[config.mk]
export PLATFORM = sky130hd
export DESIGN_NAME = ichp_hub_flat
export DESIGN_NICKNAME = d
export VERILOG_FILES = /design/src/common/ichp_pkg.sv /design/src/common/ichp_bus_if.sv /design/src/ichp_ser_rx.sv /design/src/ichp_hub.sv /design/src/flat_wrapper.sv
export SDC_FILE = /design/constraint.sdc
export NUM_CORES = 1
export LEC_CHECK = 0
export ABC_AREA = 1
export BUFFER_PORTS_ARGS = -buffer_cell sky130_fd_sc_hd__buf_2
export CAP_MARGIN = 25
export CORE_AREA = 2 2 130 227
export DETAILED_ROUTE_END_ITERATION = 8
export DIE_AREA = 0 0 132 229
export PLACE_DENSITY = 0.75
export SYNTH_ARGS = -nofsm -noshare
export SYNTH_HDL_FRONTEND = slang
export SYNTH_HIERARCHICAL = 1
export SYNTH_SLANG_ARGS = --single-unit
[constraint.sdc]
create_clock -name clk_sys -period 1.5 [get_ports clk_sys]
set_input_delay 0.15 -clock clk_sys [delete_from_list [all_inputs] [get_ports clk_sys]]
set_output_delay 0.15 -clock clk_sys [all_outputs]
set_load 0.02 [all_outputs]
[src/common/ichp_pkg.sv]
// Shared constants and types of the instrument command and data hub
package ichp_pkg;
  localparam int unsigned CLK_HZ          = 25_000_000;
  localparam int unsigned REF_HZ          = 1_024_000;
  localparam int unsigned GND_CMD_BITS    = 27;
  localparam int unsigned OBC_CMD_BITS    = 16;
  localparam int unsigned SLOT_BITS       = 32;
  localparam int unsigned SLOTS_PER_CYCLE = 4;
  localparam int unsigned REPLY_BITS      = 9;
  localparam int unsigned ROM_REQS        = 64;
  localparam int unsigned DUMP_BANKS      = 16;
  localparam int unsigned DUMP_WORDS      = 4096;
  localparam int unsigned FRAME_BITS      = 16;
  localparam int unsigned PULSE_MS        = 35;
  // Divider half period for the forwarded reference clock, in sys cycles
  localparam int unsigned REF_HALF_CYC    = ((CLK_HZ / REF_HZ) / 2 > 0) ? (CLK_HZ / REF_HZ) / 2 : 1;
  // Discrete command pulse length in bus-clock ticks
  localparam int unsigned PULSE_TICKS     = (PULSE_MS * REF_HZ) / 1000;
  // Destination field: top bit of a command word, 1 = computer, 0 = bus
  localparam int unsigned DEST_POS_GND    = 26;
  localparam int unsigned DEST_POS_OBC    = 15;
  localparam logic        DEST_COMPUTER   = 1'b1;
  // Slot kind in bits 31:30 of command, request and idle slots; the sync slot sends SYNC_WORD
  localparam logic [1:0]  KIND_SYNC       = 2'h0;
  localparam logic [1:0]  KIND_CMD        = 2'h1;
  localparam logic [1:0]  KIND_REQ        = 2'h2;
  localparam logic [1:0]  KIND_IDLE       = 2'h3;
  localparam logic [31:0] SYNC_WORD       = 32'hA5A5_0000;
  localparam logic [5:0]  RM_ADDR_DEF     = 6'h01;
  typedef enum logic [1:0] {ICHP_DEST_BUS, ICHP_DEST_CPU} ichp_dest_t;
endpackage : ichp_pkg

[src/common/ichp_bus_if.sv]
// Multiplexed instrument bus between hub and remote module
`timescale 1ns/1ps
`default_nettype none
interface ichp_bus_if;
  logic bus_clk;
  logic sup_data;
  logic sup_frame;
  logic rep_data;
  logic rep_valid;
  modport hub (output bus_clk, output sup_data, output sup_frame, input rep_data, input rep_valid);
  modport rm  (input bus_clk, input sup_data, input sup_frame, output rep_data, output rep_valid);
endinterface : ichp_bus_if
`default_nettype wire

[src/ichp_ser_rx.sv]
// Enable, clock and data serial receiver with length check
`timescale 1ns/1ps
`default_nettype none
module ichp_ser_rx #(
  parameter int unsigned BITS = 16
) (
  input  wire logic            clk_sys,
  input  wire logic            resetn,
  input  wire logic            en_s,
  input  wire logic            clk_rise,
  input  wire logic            dat_s,
  output logic [BITS-1:0]      word,
  output logic                 word_vld
);
  logic [BITS-1:0] sh_r;
  logic [7:0]      cnt_r;
  logic            en_d_r;
  wire             en_fall = en_d_r & ~en_s;
  wire             len_ok  = (cnt_r == 8'(BITS));
  always_ff @(posedge clk_sys or negedge resetn) begin
    if (!resetn) begin
      sh_r <= '0; cnt_r <= '0; en_d_r <= 1'b0; word_vld <= 1'b0; word <= '0;
    end else begin
      en_d_r   <= en_s;
      word_vld <= en_fall & len_ok; // RULE17
      if (en_fall) word <= sh_r;
      if (!en_s) cnt_r <= '0;
      else if (clk_rise) begin // RULE17
        sh_r  <= {sh_r[BITS-2:0], dat_s};
        cnt_r <= (cnt_r == 8'hff) ? cnt_r : cnt_r + 8'h01;
      end
    end
  end
endmodule : ichp_ser_rx
`default_nettype wire

[src/ichp_hub.sv]
// Central format hub: command routing, supervisory bus and telemetry
// Functional notes
// RULE1: Forward 1.024 MHz reference, derive all timing
// RULE2: Timing pulse aligns framing and schedule
// RULE3: 27-bit ground commands received, routed onward
// RULE4: 16-bit onboard commands received, routed onward
// RULE5: Computer requests placed on supervisory bus
// RULE6: One reply collected per request issued
// RULE7: Minor frames shifted out on telemetry link
// RULE8: Abnormal mode: 64 ROM requests replace frames
// RULE9: Six-signal science input passed to computer; code passes sci_src 0 only
// RULE10: Packetise, optional randomise, continuous clock-data stream
// RULE11: Memory dump covers one 4096-word bank
// RULE12: Only addressed remote module answers
// RULE13: Module delivers serial or 35 ms discrete
// RULE14: Module returns 9-bit reply after sampling
// RULE15: Supervisory and reply buses at 1.024 MHz
// RULE16: Four repeating 32-bit supervisory slots
// RULE17: Shift only while enabled, drop wrong length
// RULE18: Destination field selects bus or computer
`timescale 1ns/1ps
`default_nettype none
module ichp_hub (
  input  wire logic        clk_sys,
  input  wire logic        resetn,
  ichp_bus_if.hub          bus,
  input  wire logic        ref_clk_in,
  input  wire logic        timing_pulse,
  input  wire logic        gnd_en,
  input  wire logic        gnd_clk,
  input  wire logic        gnd_dat,
  input  wire logic        obc_en,
  input  wire logic        obc_clk,
  input  wire logic        obc_dat,
  input  wire logic        abnormal,
  input  wire logic        req_vld,
  input  wire logic [31:0] req_word,
  output logic             req_rdy,
  output logic             reply_vld,
  output logic [8:0]       reply_word,
  output logic             cpu_cmd_vld,
  output logic [26:0]      cpu_cmd,
  input  wire logic        frame_vld,
  input  wire logic [15:0] frame_word,
  output logic             frame_rdy,
  output logic             tlm_en,
  output logic             tlm_clk,
  output logic             tlm_dat,
  input  wire logic        sci_vld,
  input  wire logic [7:0]  sci_byte,
  input  wire logic [1:0]  sci_src,
  input  wire logic        pn_on,
  output logic             sci_to_cpu_vld,
  output logic [7:0]       sci_to_cpu,
  output logic             sd_clk,
  output logic             sd_dat
);
  // ==========================================================
  // Input synchronisers
  logic [1:0] s1_r, s2_r, s3_r, s4_r, s5_r, s6_r, s7_r, s8_r;
  always_ff @(posedge clk_sys or negedge resetn) begin
    if (!resetn) begin
      s1_r <= '0; s2_r <= '0; s3_r <= '0; s4_r <= '0; s5_r <= '0; s6_r <= '0; s7_r <= '0; s8_r <= '0;
    end else begin
      s1_r <= {s1_r[0], ref_clk_in}; s2_r <= {s2_r[0], timing_pulse};
      s3_r <= {s3_r[0], gnd_en};     s4_r <= {s4_r[0], gnd_clk};
      s5_r <= {s5_r[0], gnd_dat};    s6_r <= {s6_r[0], obc_en};
      s7_r <= {s7_r[0], obc_clk};    s8_r <= {s8_r[0], obc_dat};
    end
  end
  logic ref_d_r, tp_d_r, gc_d_r, oc_d_r;
  always_ff @(posedge clk_sys or negedge resetn) begin
    if (!resetn) begin
      ref_d_r <= 1'b0; tp_d_r <= 1'b0; gc_d_r <= 1'b0; oc_d_r <= 1'b0;
    end else begin
      ref_d_r <= s1_r[1]; tp_d_r <= s2_r[1]; gc_d_r <= s4_r[1]; oc_d_r <= s7_r[1];
    end
  end
  wire ref_rise = s1_r[1] & ~ref_d_r;
  wire ref_fall = ~s1_r[1] & ref_d_r;
  wire tp_rise  = s2_r[1] & ~tp_d_r;
  wire gc_rise  = s4_r[1] & ~gc_d_r;
  wire oc_rise  = s7_r[1] & ~oc_d_r;

  // ==========================================================
  // Command receivers and routing
  logic [26:0] gword;
  logic [15:0] oword;
  logic        gvld, ovld;
  ichp_ser_rx #(.BITS(ichp_pkg::GND_CMD_BITS)) u_gnd (
    .clk_sys(clk_sys), .resetn(resetn), .en_s(s3_r[1]), .clk_rise(gc_rise), .dat_s(s5_r[1]),
    .word(gword), .word_vld(gvld)); // RULE3
  ichp_ser_rx #(.BITS(ichp_pkg::OBC_CMD_BITS)) u_obc (
    .clk_sys(clk_sys), .resetn(resetn), .en_s(s6_r[1]), .clk_rise(oc_rise), .dat_s(s8_r[1]),
    .word(oword), .word_vld(ovld)); // RULE4
  wire g_cpu = gword[ichp_pkg::DEST_POS_GND] == ichp_pkg::DEST_COMPUTER; // RULE18
  wire o_cpu = oword[ichp_pkg::DEST_POS_OBC] == ichp_pkg::DEST_COMPUTER; // RULE18
  logic        cmd_pend_r;
  logic [31:0] cmd_slot_r;
  logic        slot_tick;
  logic [1:0]  slot_idx_r;
  wire         cmd_taken = slot_tick & (slot_idx_r == 2'd1) & cmd_pend_r;
  always_ff @(posedge clk_sys or negedge resetn) begin
    if (!resetn) begin
      cpu_cmd_vld <= 1'b0; cpu_cmd <= '0; cmd_pend_r <= 1'b0; cmd_slot_r <= '0;
    end else begin
      cpu_cmd_vld <= (gvld & g_cpu) | (ovld & o_cpu);
      if (gvld & g_cpu) cpu_cmd <= {1'b0, gword[25:0]}; // RULE3
      else if (ovld & o_cpu) cpu_cmd <= {12'h000, oword[14:0]}; // RULE4
      if (gvld & ~g_cpu) begin
        cmd_pend_r <= 1'b1; cmd_slot_r <= {ichp_pkg::KIND_CMD, 4'h0, gword[25:0]};
      end else if (ovld & ~o_cpu) begin
        cmd_pend_r <= 1'b1; cmd_slot_r <= {ichp_pkg::KIND_CMD, 15'h0000, oword[14:0]};
      end else if (cmd_taken) cmd_pend_r <= 1'b0;
    end
  end

  // ==========================================================
  // Supervisory bus slot engine
  localparam logic [5:0] ROM_LAST = 6'(ichp_pkg::ROM_REQS - 1);
  logic [4:0]  bit_r;
  logic [31:0] sh_r;
  logic        req_hold_r, await_r;
  logic [31:0] req_hold_w_r;
  logic [5:0]  rom_idx_r;
  assign slot_tick = ref_fall & (bit_r == 5'd31);
  wire [31:0] rom_req = {ichp_pkg::KIND_REQ, 18'h00000, 6'h01, rom_idx_r}; // RULE8
  wire [1:0]  nxt_idx = slot_idx_r + 2'd1;
  wire        req_slot = (nxt_idx == 2'd2) & slot_tick;
  wire        can_req  = abnormal ? 1'b1 : req_hold_r;
  wire [31:0] nxt_word = (nxt_idx == 2'd0) ? ichp_pkg::SYNC_WORD :
                         (nxt_idx == 2'd1 & cmd_pend_r) ? cmd_slot_r :
                         (nxt_idx == 2'd2 & can_req & ~await_r) ? (abnormal ? rom_req : req_hold_w_r) :
                         {ichp_pkg::KIND_IDLE, 30'h0000_0000};
  wire issue = req_slot & can_req & ~await_r;
  always_ff @(posedge clk_sys or negedge resetn) begin
    if (!resetn) begin
      bit_r <= '0; slot_idx_r <= '0; sh_r <= ichp_pkg::SYNC_WORD; rom_idx_r <= '0;
      bus.bus_clk <= 1'b0; bus.sup_data <= 1'b0; bus.sup_frame <= 1'b0;
    end else begin
      bus.bus_clk <= s1_r[1]; // RULE1 RULE15
      if (tp_rise) begin // RULE2
        bit_r <= '0; slot_idx_r <= '0; sh_r <= ichp_pkg::SYNC_WORD;
      end else if (ref_fall) begin
        bus.sup_data  <= sh_r[31]; // RULE16
        bus.sup_frame <= (bit_r == 5'd0);
        bit_r <= bit_r + 5'd1;
        if (bit_r == 5'd31) begin
          slot_idx_r <= nxt_idx; // RULE16
          sh_r       <= nxt_word;
          if (issue & abnormal) rom_idx_r <= (rom_idx_r == ROM_LAST) ? 6'h00 : rom_idx_r + 6'h01;
        end else sh_r <= {sh_r[30:0], 1'b0};
      end
    end
  end
  // Request holding register from the computer
  always_ff @(posedge clk_sys or negedge resetn) begin
    if (!resetn) begin
      req_hold_r <= 1'b0; req_hold_w_r <= '0; req_rdy <= 1'b0;
    end else begin
      req_rdy <= ~req_hold_r & ~req_rdy;
      if (req_vld & req_rdy) begin // RULE5
        req_hold_r <= 1'b1; req_hold_w_r <= {ichp_pkg::KIND_REQ, req_word[29:0]};
      end else if (issue & ~abnormal) req_hold_r <= 1'b0;
    end
  end

  // ==========================================================
  // Reply collection, one per issued request
  logic [3:0] rcnt_r;
  logic [8:0] rsh_r;
  logic       rv_d_r;
  logic [1:0] rv_s_r, rd_s_r;
  always_ff @(posedge clk_sys or negedge resetn) begin
    if (!resetn) begin
      rcnt_r <= '0; rsh_r <= '0; await_r <= 1'b0; reply_vld <= 1'b0; reply_word <= '0;
      rv_s_r <= '0; rd_s_r <= '0; rv_d_r <= 1'b0;
    end else begin
      rv_s_r <= {rv_s_r[0], bus.rep_valid}; rd_s_r <= {rd_s_r[0], bus.rep_data};
      rv_d_r <= rv_s_r[1];
      reply_vld <= 1'b0;
      if (issue) await_r <= 1'b1; // RULE6
      if (await_r & ref_rise & rv_s_r[1]) begin
        rsh_r  <= {rsh_r[7:0], rd_s_r[1]};
        rcnt_r <= rcnt_r + 4'd1;
      end
      if (await_r & rv_d_r & ~rv_s_r[1]) begin // RULE6
        await_r <= 1'b0; rcnt_r <= '0;
        reply_vld  <= ~abnormal & (rcnt_r == 4'(ichp_pkg::REPLY_BITS));
        reply_word <= rsh_r;
      end
    end
  end

  // ==========================================================
  // Telemetry shifter: frames or ROM replies
  logic [15:0] tsh_r;
  logic [4:0]  tcnt_r;
  logic        tl_r;
  always_ff @(posedge clk_sys or negedge resetn) begin
    if (!resetn) begin
      tsh_r <= '0; tcnt_r <= '0; tlm_en <= 1'b0; tlm_clk <= 1'b0; tlm_dat <= 1'b0; frame_rdy <= 1'b0;
      tl_r <= 1'b0;
    end else begin
      frame_rdy <= (tcnt_r == 5'd0) & ~abnormal & ~frame_rdy;
      if (tcnt_r == 5'd0) begin
        tlm_en <= 1'b0; tlm_clk <= 1'b0; tl_r <= 1'b0;
        if (frame_vld & frame_rdy & ~abnormal) begin // RULE7
          tsh_r <= frame_word; tcnt_r <= 5'(ichp_pkg::FRAME_BITS);
        end else if (abnormal & await_r & rv_d_r & ~rv_s_r[1]) begin // RULE8
          tsh_r <= {7'h00, rsh_r}; tcnt_r <= 5'(ichp_pkg::FRAME_BITS);
        end
      end else begin
        tlm_en <= 1'b1;
        if (ref_fall) begin
          tlm_clk <= 1'b0; tlm_dat <= tsh_r[15]; tl_r <= 1'b1;
        end else if (ref_rise & tl_r) begin
          tlm_clk <= 1'b1; tsh_r <= {tsh_r[14:0], 1'b0}; tcnt_r <= tcnt_r - 5'd1; tl_r <= 1'b0;
        end
      end
    end
  end

  // ==========================================================
  // Science path: source-0 passthrough and continuous stream with PN option
  logic [7:0] ssh_r, pn_r;
  logic [2:0] sbit_r;
  logic       have_r;
  logic [7:0] nxt_r;
  wire        pn_fb = pn_r[7] ^ pn_r[5] ^ pn_r[4] ^ pn_r[3];
  always_ff @(posedge clk_sys or negedge resetn) begin
    if (!resetn) begin
      ssh_r <= '0; pn_r <= 8'hff; sbit_r <= '0; have_r <= 1'b0; nxt_r <= '0;
      sd_clk <= 1'b0; sd_dat <= 1'b0; sci_to_cpu_vld <= 1'b0; sci_to_cpu <= '0;
    end else begin
      sci_to_cpu_vld <= sci_vld & (sci_src == 2'd0); // RULE9
      if (sci_vld) sci_to_cpu <= sci_byte;
      if (sci_vld) begin
        have_r <= 1'b1; nxt_r <= sci_byte; // RULE10 RULE11
      end
      sd_clk <= s1_r[1];
      if (ref_fall) begin
        sd_dat <= ssh_r[7] ^ (pn_on & pn_r[7]); // RULE10
        pn_r   <= {pn_r[6:0], pn_fb};
        sbit_r <= sbit_r + 3'd1;
        if (sbit_r == 3'd7) begin
          ssh_r  <= have_r ? nxt_r : 8'h00;
          have_r <= sci_vld;
          if (pn_on & ~have_r) pn_r <= 8'hff;
        end else ssh_r <= {ssh_r[6:0], 1'b0};
      end
    end
  end
endmodule : ichp_hub
`default_nettype wire

[src/flat_wrapper.sv]
// flat-port wrapper written by rule: the top's interface ports become plain ports
module ichp_hub_flat 
  (clk_sys, resetn, ref_clk_in, timing_pulse, gnd_en, gnd_clk, gnd_dat, obc_en, obc_clk, obc_dat, abnormal, req_vld, req_word, req_rdy, reply_vld, reply_word, cpu_cmd_vld, cpu_cmd, frame_vld, frame_word, frame_rdy, tlm_en, tlm_clk, tlm_dat, sci_vld, sci_byte, sci_src, pn_on, sci_to_cpu_vld, sci_to_cpu, sd_clk, sd_dat, bus_bus_clk, bus_sup_data, bus_sup_frame, bus_rep_data, bus_rep_valid);
  ichp_bus_if bus_i ();
  input  wire logic clk_sys;
  input  wire logic resetn;
  input  wire logic ref_clk_in;
  input  wire logic timing_pulse;
  input  wire logic gnd_en;
  input  wire logic gnd_clk;
  input  wire logic gnd_dat;
  input  wire logic obc_en;
  input  wire logic obc_clk;
  input  wire logic obc_dat;
  input  wire logic abnormal;
  input  wire logic req_vld;
  input  wire logic [31:0] req_word;
  output logic req_rdy;
  output logic reply_vld;
  output logic [8:0] reply_word;
  output logic cpu_cmd_vld;
  output logic [26:0] cpu_cmd;
  input  wire logic frame_vld;
  input  wire logic [15:0] frame_word;
  output logic frame_rdy;
  output logic tlm_en;
  output logic tlm_clk;
  output logic tlm_dat;
  input  wire logic sci_vld;
  input  wire logic [7:0] sci_byte;
  input  wire logic [1:0] sci_src;
  input  wire logic pn_on;
  output logic sci_to_cpu_vld;
  output logic [7:0] sci_to_cpu;
  output logic sd_clk;
  output logic sd_dat;
  output wire logic [$bits(bus_i.bus_clk)-1:0] bus_bus_clk;
  output wire logic [$bits(bus_i.sup_data)-1:0] bus_sup_data;
  output wire logic [$bits(bus_i.sup_frame)-1:0] bus_sup_frame;
  input wire logic [$bits(bus_i.rep_data)-1:0] bus_rep_data;
  input wire logic [$bits(bus_i.rep_valid)-1:0] bus_rep_valid;
  assign bus_bus_clk = bus_i.bus_clk;
  assign bus_sup_data = bus_i.sup_data;
  assign bus_sup_frame = bus_i.sup_frame;
  assign bus_i.rep_data = bus_rep_data;
  assign bus_i.rep_valid = bus_rep_valid;
  ichp_hub u_core (.clk_sys(clk_sys), .resetn(resetn), .bus(bus_i), .ref_clk_in(ref_clk_in), .timing_pulse(timing_pulse), .gnd_en(gnd_en), .gnd_clk(gnd_clk), .gnd_dat(gnd_dat), .obc_en(obc_en), .obc_clk(obc_clk), .obc_dat(obc_dat), .abnormal(abnormal), .req_vld(req_vld), .req_word(req_word), .req_rdy(req_rdy), .reply_vld(reply_vld), .reply_word(reply_word), .cpu_cmd_vld(cpu_cmd_vld), .cpu_cmd(cpu_cmd), .frame_vld(frame_vld), .frame_word(frame_word), .frame_rdy(frame_rdy), .tlm_en(tlm_en), .tlm_clk(tlm_clk), .tlm_dat(tlm_dat), .sci_vld(sci_vld), .sci_byte(sci_byte), .sci_src(sci_src), .pn_on(pn_on), .sci_to_cpu_vld(sci_to_cpu_vld), .sci_to_cpu(sci_to_cpu), .sd_clk(sd_clk), .sd_dat(sd_dat));
endmodule
==> summary.txt, run 1 <==
Run status
  • Outcome: finished with violations
  • Failing checks: setup timing

Setup path
  • Worst reg2reg endpoint: u_core/sh_r[4]
  • Reg2reg setup slack: -0.14 ns
  • CP Class: flop to flop
  • Reg2Reg Depth: 9
  • Worst Path Required: roughly 2.0 ns
  • CP Data Arrival Time: 2.15 ns
  • Critical path startpoint category: flop
  • Setup crit end: u_core/sh_r[4]
  • Worst Setup SP: u_core/bit_r[1]
  • FF-to-FF Start: u_core/bit_r[1]
  • Worst setup EP type: flop
  • Critical-path maximum fanout: 5

Logic synthesis
  • Area leader, netlist: dfrtp_1
  • Synth async-reset ratio: 100%
  • Most frequent cell after synthesis: nand2_1
  • Synthesized area per cell: 8.79 µm²
  • Net count after synthesis: 1817
  • Post-synthesis sequential area ratio: 57.2%
  • Synth top area share: a little over half
  • Post-synth EDFFs: 0
  • Synth cell count leaders: nand2_1, dfrtp_1, o21ai_0
  • Count of cell types in the netlist: 42
  • Synth Register Bits: 346
  • Top_reg_cell synth: dfrtp_1
  • Top post-synthesis cells by area: dfrtp_1, nand2_1, o21ai_0, inv_1, nand3_1
  • Yosys synthesis warning count: 6
  • Synth Instances: 1725
  • Synth Cell Area: 15200 µm²

Layout
  • Filler instances: 2092
  • Antenna diodes: 0
  • Non-filler instance count after layout: 2394
  • Layout cells sized above 1: 23.2%
  • Nets: 2084
  • Synth-to-layout area growth: 27.5%

Drt
  • DR iter-0 viols: 785
  • Vias per cell: 5.25
  • DRC: 0
  • Total detailed-routing wirelength: between 30000 and 40000 µm
  • Pre-antenna DRT Iters: 6
  • Via Count: approximately 13000
  • Post-DRT Antenna Nets: 0
  • Wirelength per Cell: 15.8 µm

Floorplanning
  • Initial Util: 53.4%
  • Area of the die: around 30000 µm²
  • Core box area: 28400 µm²
  • Ports: around 130
  • Die width: 132 µm
  • Die H: 229 µm
  • Site Rows: 82

Clocking
  • CTS root buf: clkbuf_16
  • Worst-path clk slew: 0.07 ns
  • Worst-Skew Late Latency: 0.58 ns
  • CTS tree: done
  • Sinks on Clock Net: 346
  • CTS Buffer Depth: 3
  • H-Tree Depth: 1
  • CTS Buf Count: 31

Global route
  • First-pass GRT wire length: slightly above 60000 µm
  • Initial antenna violation count: 0
  • Number of global-route vias before repair: 12800
  • Gr usage total: about a quarter
  • GRT overflow: 0
  • Pin count of the biggest net entering global routing: 57

Placed design
  • DP Wirelength: 25000 µm
  • Port Buf Inserts: 128
  • Placed Cells incl. Taps: 2234
  • GPL Wtd Cong: around 0.86

Timing
  • Fin crit share: 109%
  • Final Skew: 0.00987 ns
  • Sum Neg Setup Slack: -3.58 ns
  • Final hold violation count: 0
  • RSZ-0062 raised after global routing: yes
  • Final Max Tran Viols: 0
  • Setup ws final: -0.139 ns
  • Fmax: 0.610 GHz
  • Final setup viols: 57
  • Hold_ws: 0.0354 ns
  • Final min period: 1.64 ns

Power and ir drop
  • Peak supply drop: 1.11 mV
  • Tot Pwr: 25.2 mW
  • Pwr Density: about 1300 nW/µm²
  • Lkg Pwr: about 9.6 nW

Min path
  • Worst hold path class: input port to flop

Flow run
  • Max Cap Viol: 0
[state kept, by name (all words and copies together) (netlist names), 16 cells and up]
name and cells:
u_core/sh_r 32, u_core/req_hold_w_r 31, u_core/cmd_slot_r 27, u_core/u_gnd/sh_r 27, u_core/u_gnd/word 27, u_core/cpu_cmd 26
u_core/tsh_r 16, u_core/u_obc/sh_r 16, u_core/u_obc/word 16
[cells by family after synthesis]
| logic type | count (synthesis) | synth area share [%] |
|---|---|---|
| and+or+nand+nor | 739 | 20.7 |
| DFF | 346 | 57.2 |
| muxes | 30 | 2.23 |
| xor gates and xnor gates | 10 | 0.578 |
| buffers and inverters | 276 | 7.28 |
| adders and majority gates | 17 | 1.40 |
| other | 1 | 0.0247 |
| AOI/OAI and AO/OA | 306 | 10.6 |
[final cells by class]
| type | instances | area (µm²) | area share [%] |
|---|---|---|---|
| multi-input cells | 1103 | 5810 | 30.0 |
| clock inverters | 14 | 184 | 0.952 |
| repair buffers | 305 | 2540 | 13.1 |
| inverters | 205 | 777 | 4.02 |
| clock buffers | 43 | 871 | 4.51 |
| flip-flops and latches | 346 | 8680 | 44.9 |
| well taps | 378 | 473 | 2.45 |
[how the worst min path moves through the flow]
| stage | to | depth (start not counted) | slack [ns] | startpoint |
|---|---|---|---|---|
| after floorplan | u_core/await_r | 0 | -0.15 | resetn |
| after global placement | u_core/sci_to_cpu_vld | 1 | 0.09 | resetn |
| after detailed placement | u_core/sci_to_cpu_vld | 1 | 0.09 | resetn |
| after CTS | u_core/req_hold_w_r[31] | 4 | 0.02 | req_vld |
| after global routing | u_core/req_hold_w_r[31] | 4 | 0.05 | req_vld |
| final | u_core/req_hold_w_r[31] | 4 | 0.04 | req_vld |
[per-layer routing]
layer	part of all wire [%]	wire, µm	GRT usage (%)
met1	37	13900	27.1
met2	55	20700	47.4
met3	4.0	1530	2.68
met4	4.4	1650	11.4
met5	0	0	0
[per-stage QoR]
step	setup WS, ns	utilization (%)	cell area [µm²]
CTS	-0.0975	66.2	18800
detailed placement	-0.129	59.0	16800
floorplan	-0.0541	-	15200
finish	-0.139	68.0	19300
global placement	-0.102	59.0	16800
global route	-0.215	68.0	19300
[timing repair]
item | in CTS | in global routing
endpoints found under the setup margin | 63 | 76
hold buffers | 77 | 0
hold endpoints to repair | 407 | 0
pin swaps | 6 | 31
gates resized for setup | 24 | 121
gates cloned | 2 | 3
setup buffers | 11 | 12
[layout by cell type, fill, tap and decap left out, types with 4 or more instances in the layout]
cell,count
nor2_4,15
o21ai_2,5
clkbuf_16,34
a22oi_1,14
nand3_2,9
a21oi_1,15
dlygate4sd3_1,77
inv_2,13
or2_2,5
buf_12,20
clkinv_2,7
clkbuf_1,7
bufinv_16,4
xnor2_1,6
nand2_1,459
nand4_1,14
buf_2,127
dfstp_2,16
dfrtp_1,330
buf_6,12
nand3_1,88
clkbuf_8,5
nor3_1,8
buf_4,64
ha_1,11
nand2_4,25
inv_1,188
nor2_1,57
nor2_2,9
ha_4,4
o22ai_1,10
o21ai_0,229
xor2_1,4
o21ai_1,20
nand2_2,47
mux2_2,30
[critical path, stage by stage, from the launching register on]
cell     delay [ns]
dfrtp_1        0.36
ha_2           0.18
and3_4         0.19
ha_4           0.17
nand2_4        0.06
nor2_4         0.21
buf_12         0.16
buf_12         0.13
nand2_4        0.05
nand2_2        0.07
[power by group]
part,switching (mW),leakage [nW],internal (mW)
registers,0.849,4.53,10.7
logic,2.98,4.57,2.36
clock network,3.54,0.520,4.75
No activity file was read; power rests on OpenSTA's default activity.
==> run 2, diff against run 1 <==
--- a/config.mk
+++ b/config.mk
@@ -8,10 +8,10 @@
 export ABC_AREA = 1
 export BUFFER_PORTS_ARGS = -buffer_cell sky130_fd_sc_hd__buf_2
 export CAP_MARGIN = 25
-export CORE_AREA = 2 2 130 227
+export CORE_AREA = 2 2 129 225
 export DETAILED_ROUTE_END_ITERATION = 8
-export DIE_AREA = 0 0 132 229
-export PLACE_DENSITY = 0.75
+export DIE_AREA = 0 0 131 227
+export PLACE_DENSITY = 0.74
 export SYNTH_ARGS = -nofsm -noshare
 export SYNTH_HDL_FRONTEND = slang
 export SYNTH_HIERARCHICAL = 1
==> constraint.sdc (replaced) <==
create_clock -name clk_sys -period 1.6 [get_ports clk_sys]
set_input_delay 0.16 -clock clk_sys [delete_from_list [all_inputs] [get_ports clk_sys]]
set_output_delay 0.16 -clock clk_sys [all_outputs]
set_load 0.02 [all_outputs]
==> summary.txt, run 2 (synthesized netlist as in run 1, its figures left out) <==
Run status
  • Outcome: finished with violations
  • Failing checks: hold timing, setup timing

Layout
  • Synth-to-layout area growth: 24.6%
  • Top reg by flops: u_core/sh_r
  • Post-layout util: between 60 and 70%
  • Top flop regs: u_core/sh_r x32, u_core/req_hold_w_r x31
  • Max reg flops: 32
  • Nets: between 2000 and 2500
  • Layout cells sized above 1: a little over a fifth
  • Most frequent cells in the layout: nand2_1, dfrtp_1, o21ai_0
  • Leading cell type in the layout, fill and taps excluded: nand2_1
  • Antenna diodes: 0

Timing
  • Final Skew: 0.0152 ns
  • Fmax: 0.593 GHz
  • Final Max Tran Viols: 0
  • Setup ws final: -0.0876 ns
  • Fin crit share: 105%
  • Final min period: about 1.7 ns
  • Final hold violation count: 3
  • Final setup viols: 35
  • Hold_ws: -0.0100 ns
  • RSZ-0062 raised after global routing: yes

Placed design
  • DP Wirelength: roughly 24000 µm
  • Port Buf Inserts: 128
  • Setup WS pre-CTS: -0.0706 ns
  • GPL Wtd Cong: around 0.86

Flow run
  • Max Cap Viol: 0

Setup path
  • Largest stage delay, worst path: roughly 0.38 ns
  • CP Class: flop to flop
  • Critical-path maximum fanout: 7
  • CP delay by family, top: buffers and inverters
  • Slowest cell on crit path: dfrtp_1
  • Worst setup EP type: flop
  • Most common cell on crit path: buf_6
  • Critical-path cell list: ha_2, and3_4, ha_4, buf_6, buf_6, nor2_4, clkbuf_16, a22oi_1, nand2_1
  • CP bufs+invs: 3
  • CP Data Arrival Time: 2.19 ns
  • Worst Path Required: 2.10 ns
  • Critical path startpoint category: flop

Power and ir drop
  • Switch share: between 20 and 30%
  • Clock Power Share: about a third
  • Reg power frac: 48.3%
  • P_int: ~16 mW
  • Peak supply drop: 0.945 mV
  • Lkg Pwr: approximately 9.4 nW
  • Combinational share of power: between 15 and 20%
  • Pwr Density: roughly 1200 nW/µm²
  • Tot Pwr: 22.4 mW
  • P_sw: about 6.5 mW

Drt
  • Via Count: 12400
  • Total detailed-routing wirelength: 37000 µm
  • Pre-antenna DRT Iters: 5
  • DRC: 0
  • Wirelength per Cell: 15.6 µm
  • Post-DRT Antenna Nets: 0
  • Vias per cell: 5.26
  • DR iter-0 viols: 668

Clocking
  • H-Tree Depth: 1
  • CTS Buffer Depth: 3
  • Sinks on Clock Net: 346
  • CTS tree: done
  • Worst-Skew Late Latency: around 0.57 ns
  • CTS Buf Count: 31
  • CTS root buf: clkbuf_16
  • Worst-path clk slew: 0.07 ns

Floorplanning
  • Ports: 132
  • Core box area: about 28000 µm²
  • Die H: 227 µm
  • Die width: roughly 130 µm
  • Site Rows: 81
  • Area of the die: about 30000 µm²
  • Initial Util: 54.4%

Min path
  • Worst hold path class: input port to flop

Global route
  • GRT overflow: 0
  • Initial antenna violation count: 0
  • First-pass GRT wire length: about 60000 µm
  • Gr usage total: 25.1%
  • Number of global-route vias before repair: 12700
  • Pin count of the biggest net entering global routing: 67
[run 2: cell count changes in the layout (fill, tap and decap cells not counted), moves of 3 or more]
cell       previous run  this run
nand2_4              25        14
buf_6                12         7
nand2_1             459       489
bufinv_16             4         1
a22oi_1              14         8
nand2_2              47        28
a22oi_2               2         8
buf_4                64        53
[run 2: final cells by class]
type                            count  area (µm²)
Fill cell                        2136        8980
Multi-Input combinational cell   1103        5660
Sequential cell                   346        8680
Timing Repair Buffer              285        2330
Tap cell                          373         467
Clock buffer                       44         895
Clock inverter                     10        86.3
Inverter                          205         777
[run 2: power groups by stage]
stage	clock, mW	combinational [mW]	sequential (mW)
floorplan	0	2.49	10.8
global placement	0	3.72	10.9
detailed placement	0	3.85	10.9
CTS	7.39	4.04	10.8
global route	7.74	4.87	10.9
finish	7.24	4.34	10.8
[run 2: path summary, 6_finish.rpt]
check	cells after the start	end	start	slack (ns)
setup reg to reg	9	u_core/sh_r[8]	u_core/bit_r[0]	-0.09
min in group asynchronous	2	u_core/ssh_r[2]	resetn	0.09
setup / recovery	9	u_core/sh_r[8]	u_core/bit_r[0]	-0.09
hold / removal	2	u_core/nxt_r[4]	sci_vld	-0.01
hold reg to reg	0	u_core/s2_r[1]	u_core/s2_r[0]	0.35
max in group asynchronous	3	u_core/tsh_r[4]	resetn	0.82
[run 2: repair_timing]
| action | CTS | global route |
|---|---|---|
| setup buffers | 3 | 9 |
| resized for setup | 7 | 90 |
| gates cloned | 0 | 2 |
| hold buffers | 81 | 0 |
| pin swaps | 5 | 27 |
| hold endpoints to repair | 397 | 0 |
| endpoints found under the setup margin | 33 | 76 |
[run 2: through the flow]
step	instances	instance area, µm²	setup TNS [ns]
finish	2366	18900	-1.34
global route	2366	18900	-3.28
CTS	2361	18600	-0.0162
detailed placement	2223	16700	-0.577
global placement	2223	16700	-0.0579
floorplan	1725	15200	0
[run 2: worst reg2reg max path, delay by kind of cell, from the launching register on]
| family | cells | cell delay [ns] |
|---|---|---|
| compound gates | 1 | 0.07 |
| simple gates | 3 | 0.39 |
| buf+inv | 3 | 0.42 |
| fa+ha+maj | 2 | 0.36 |
| flops | 1 | 0.38 |
[run 2: metal layers]
layer / GRT usage [%] / share of wire, % / routed length (µm) / vias up
met3: 2.63 / 3.8 / 1420 / 79
li1: - / - / - / 5976
met4: 10.9 / 3.6 / 1330 / 0
met1: 28.5 / 37 / 13800 / 6079
met5: 0 / 0 / 0 / -
met2: 46.7 / 55 / 20400 / 310
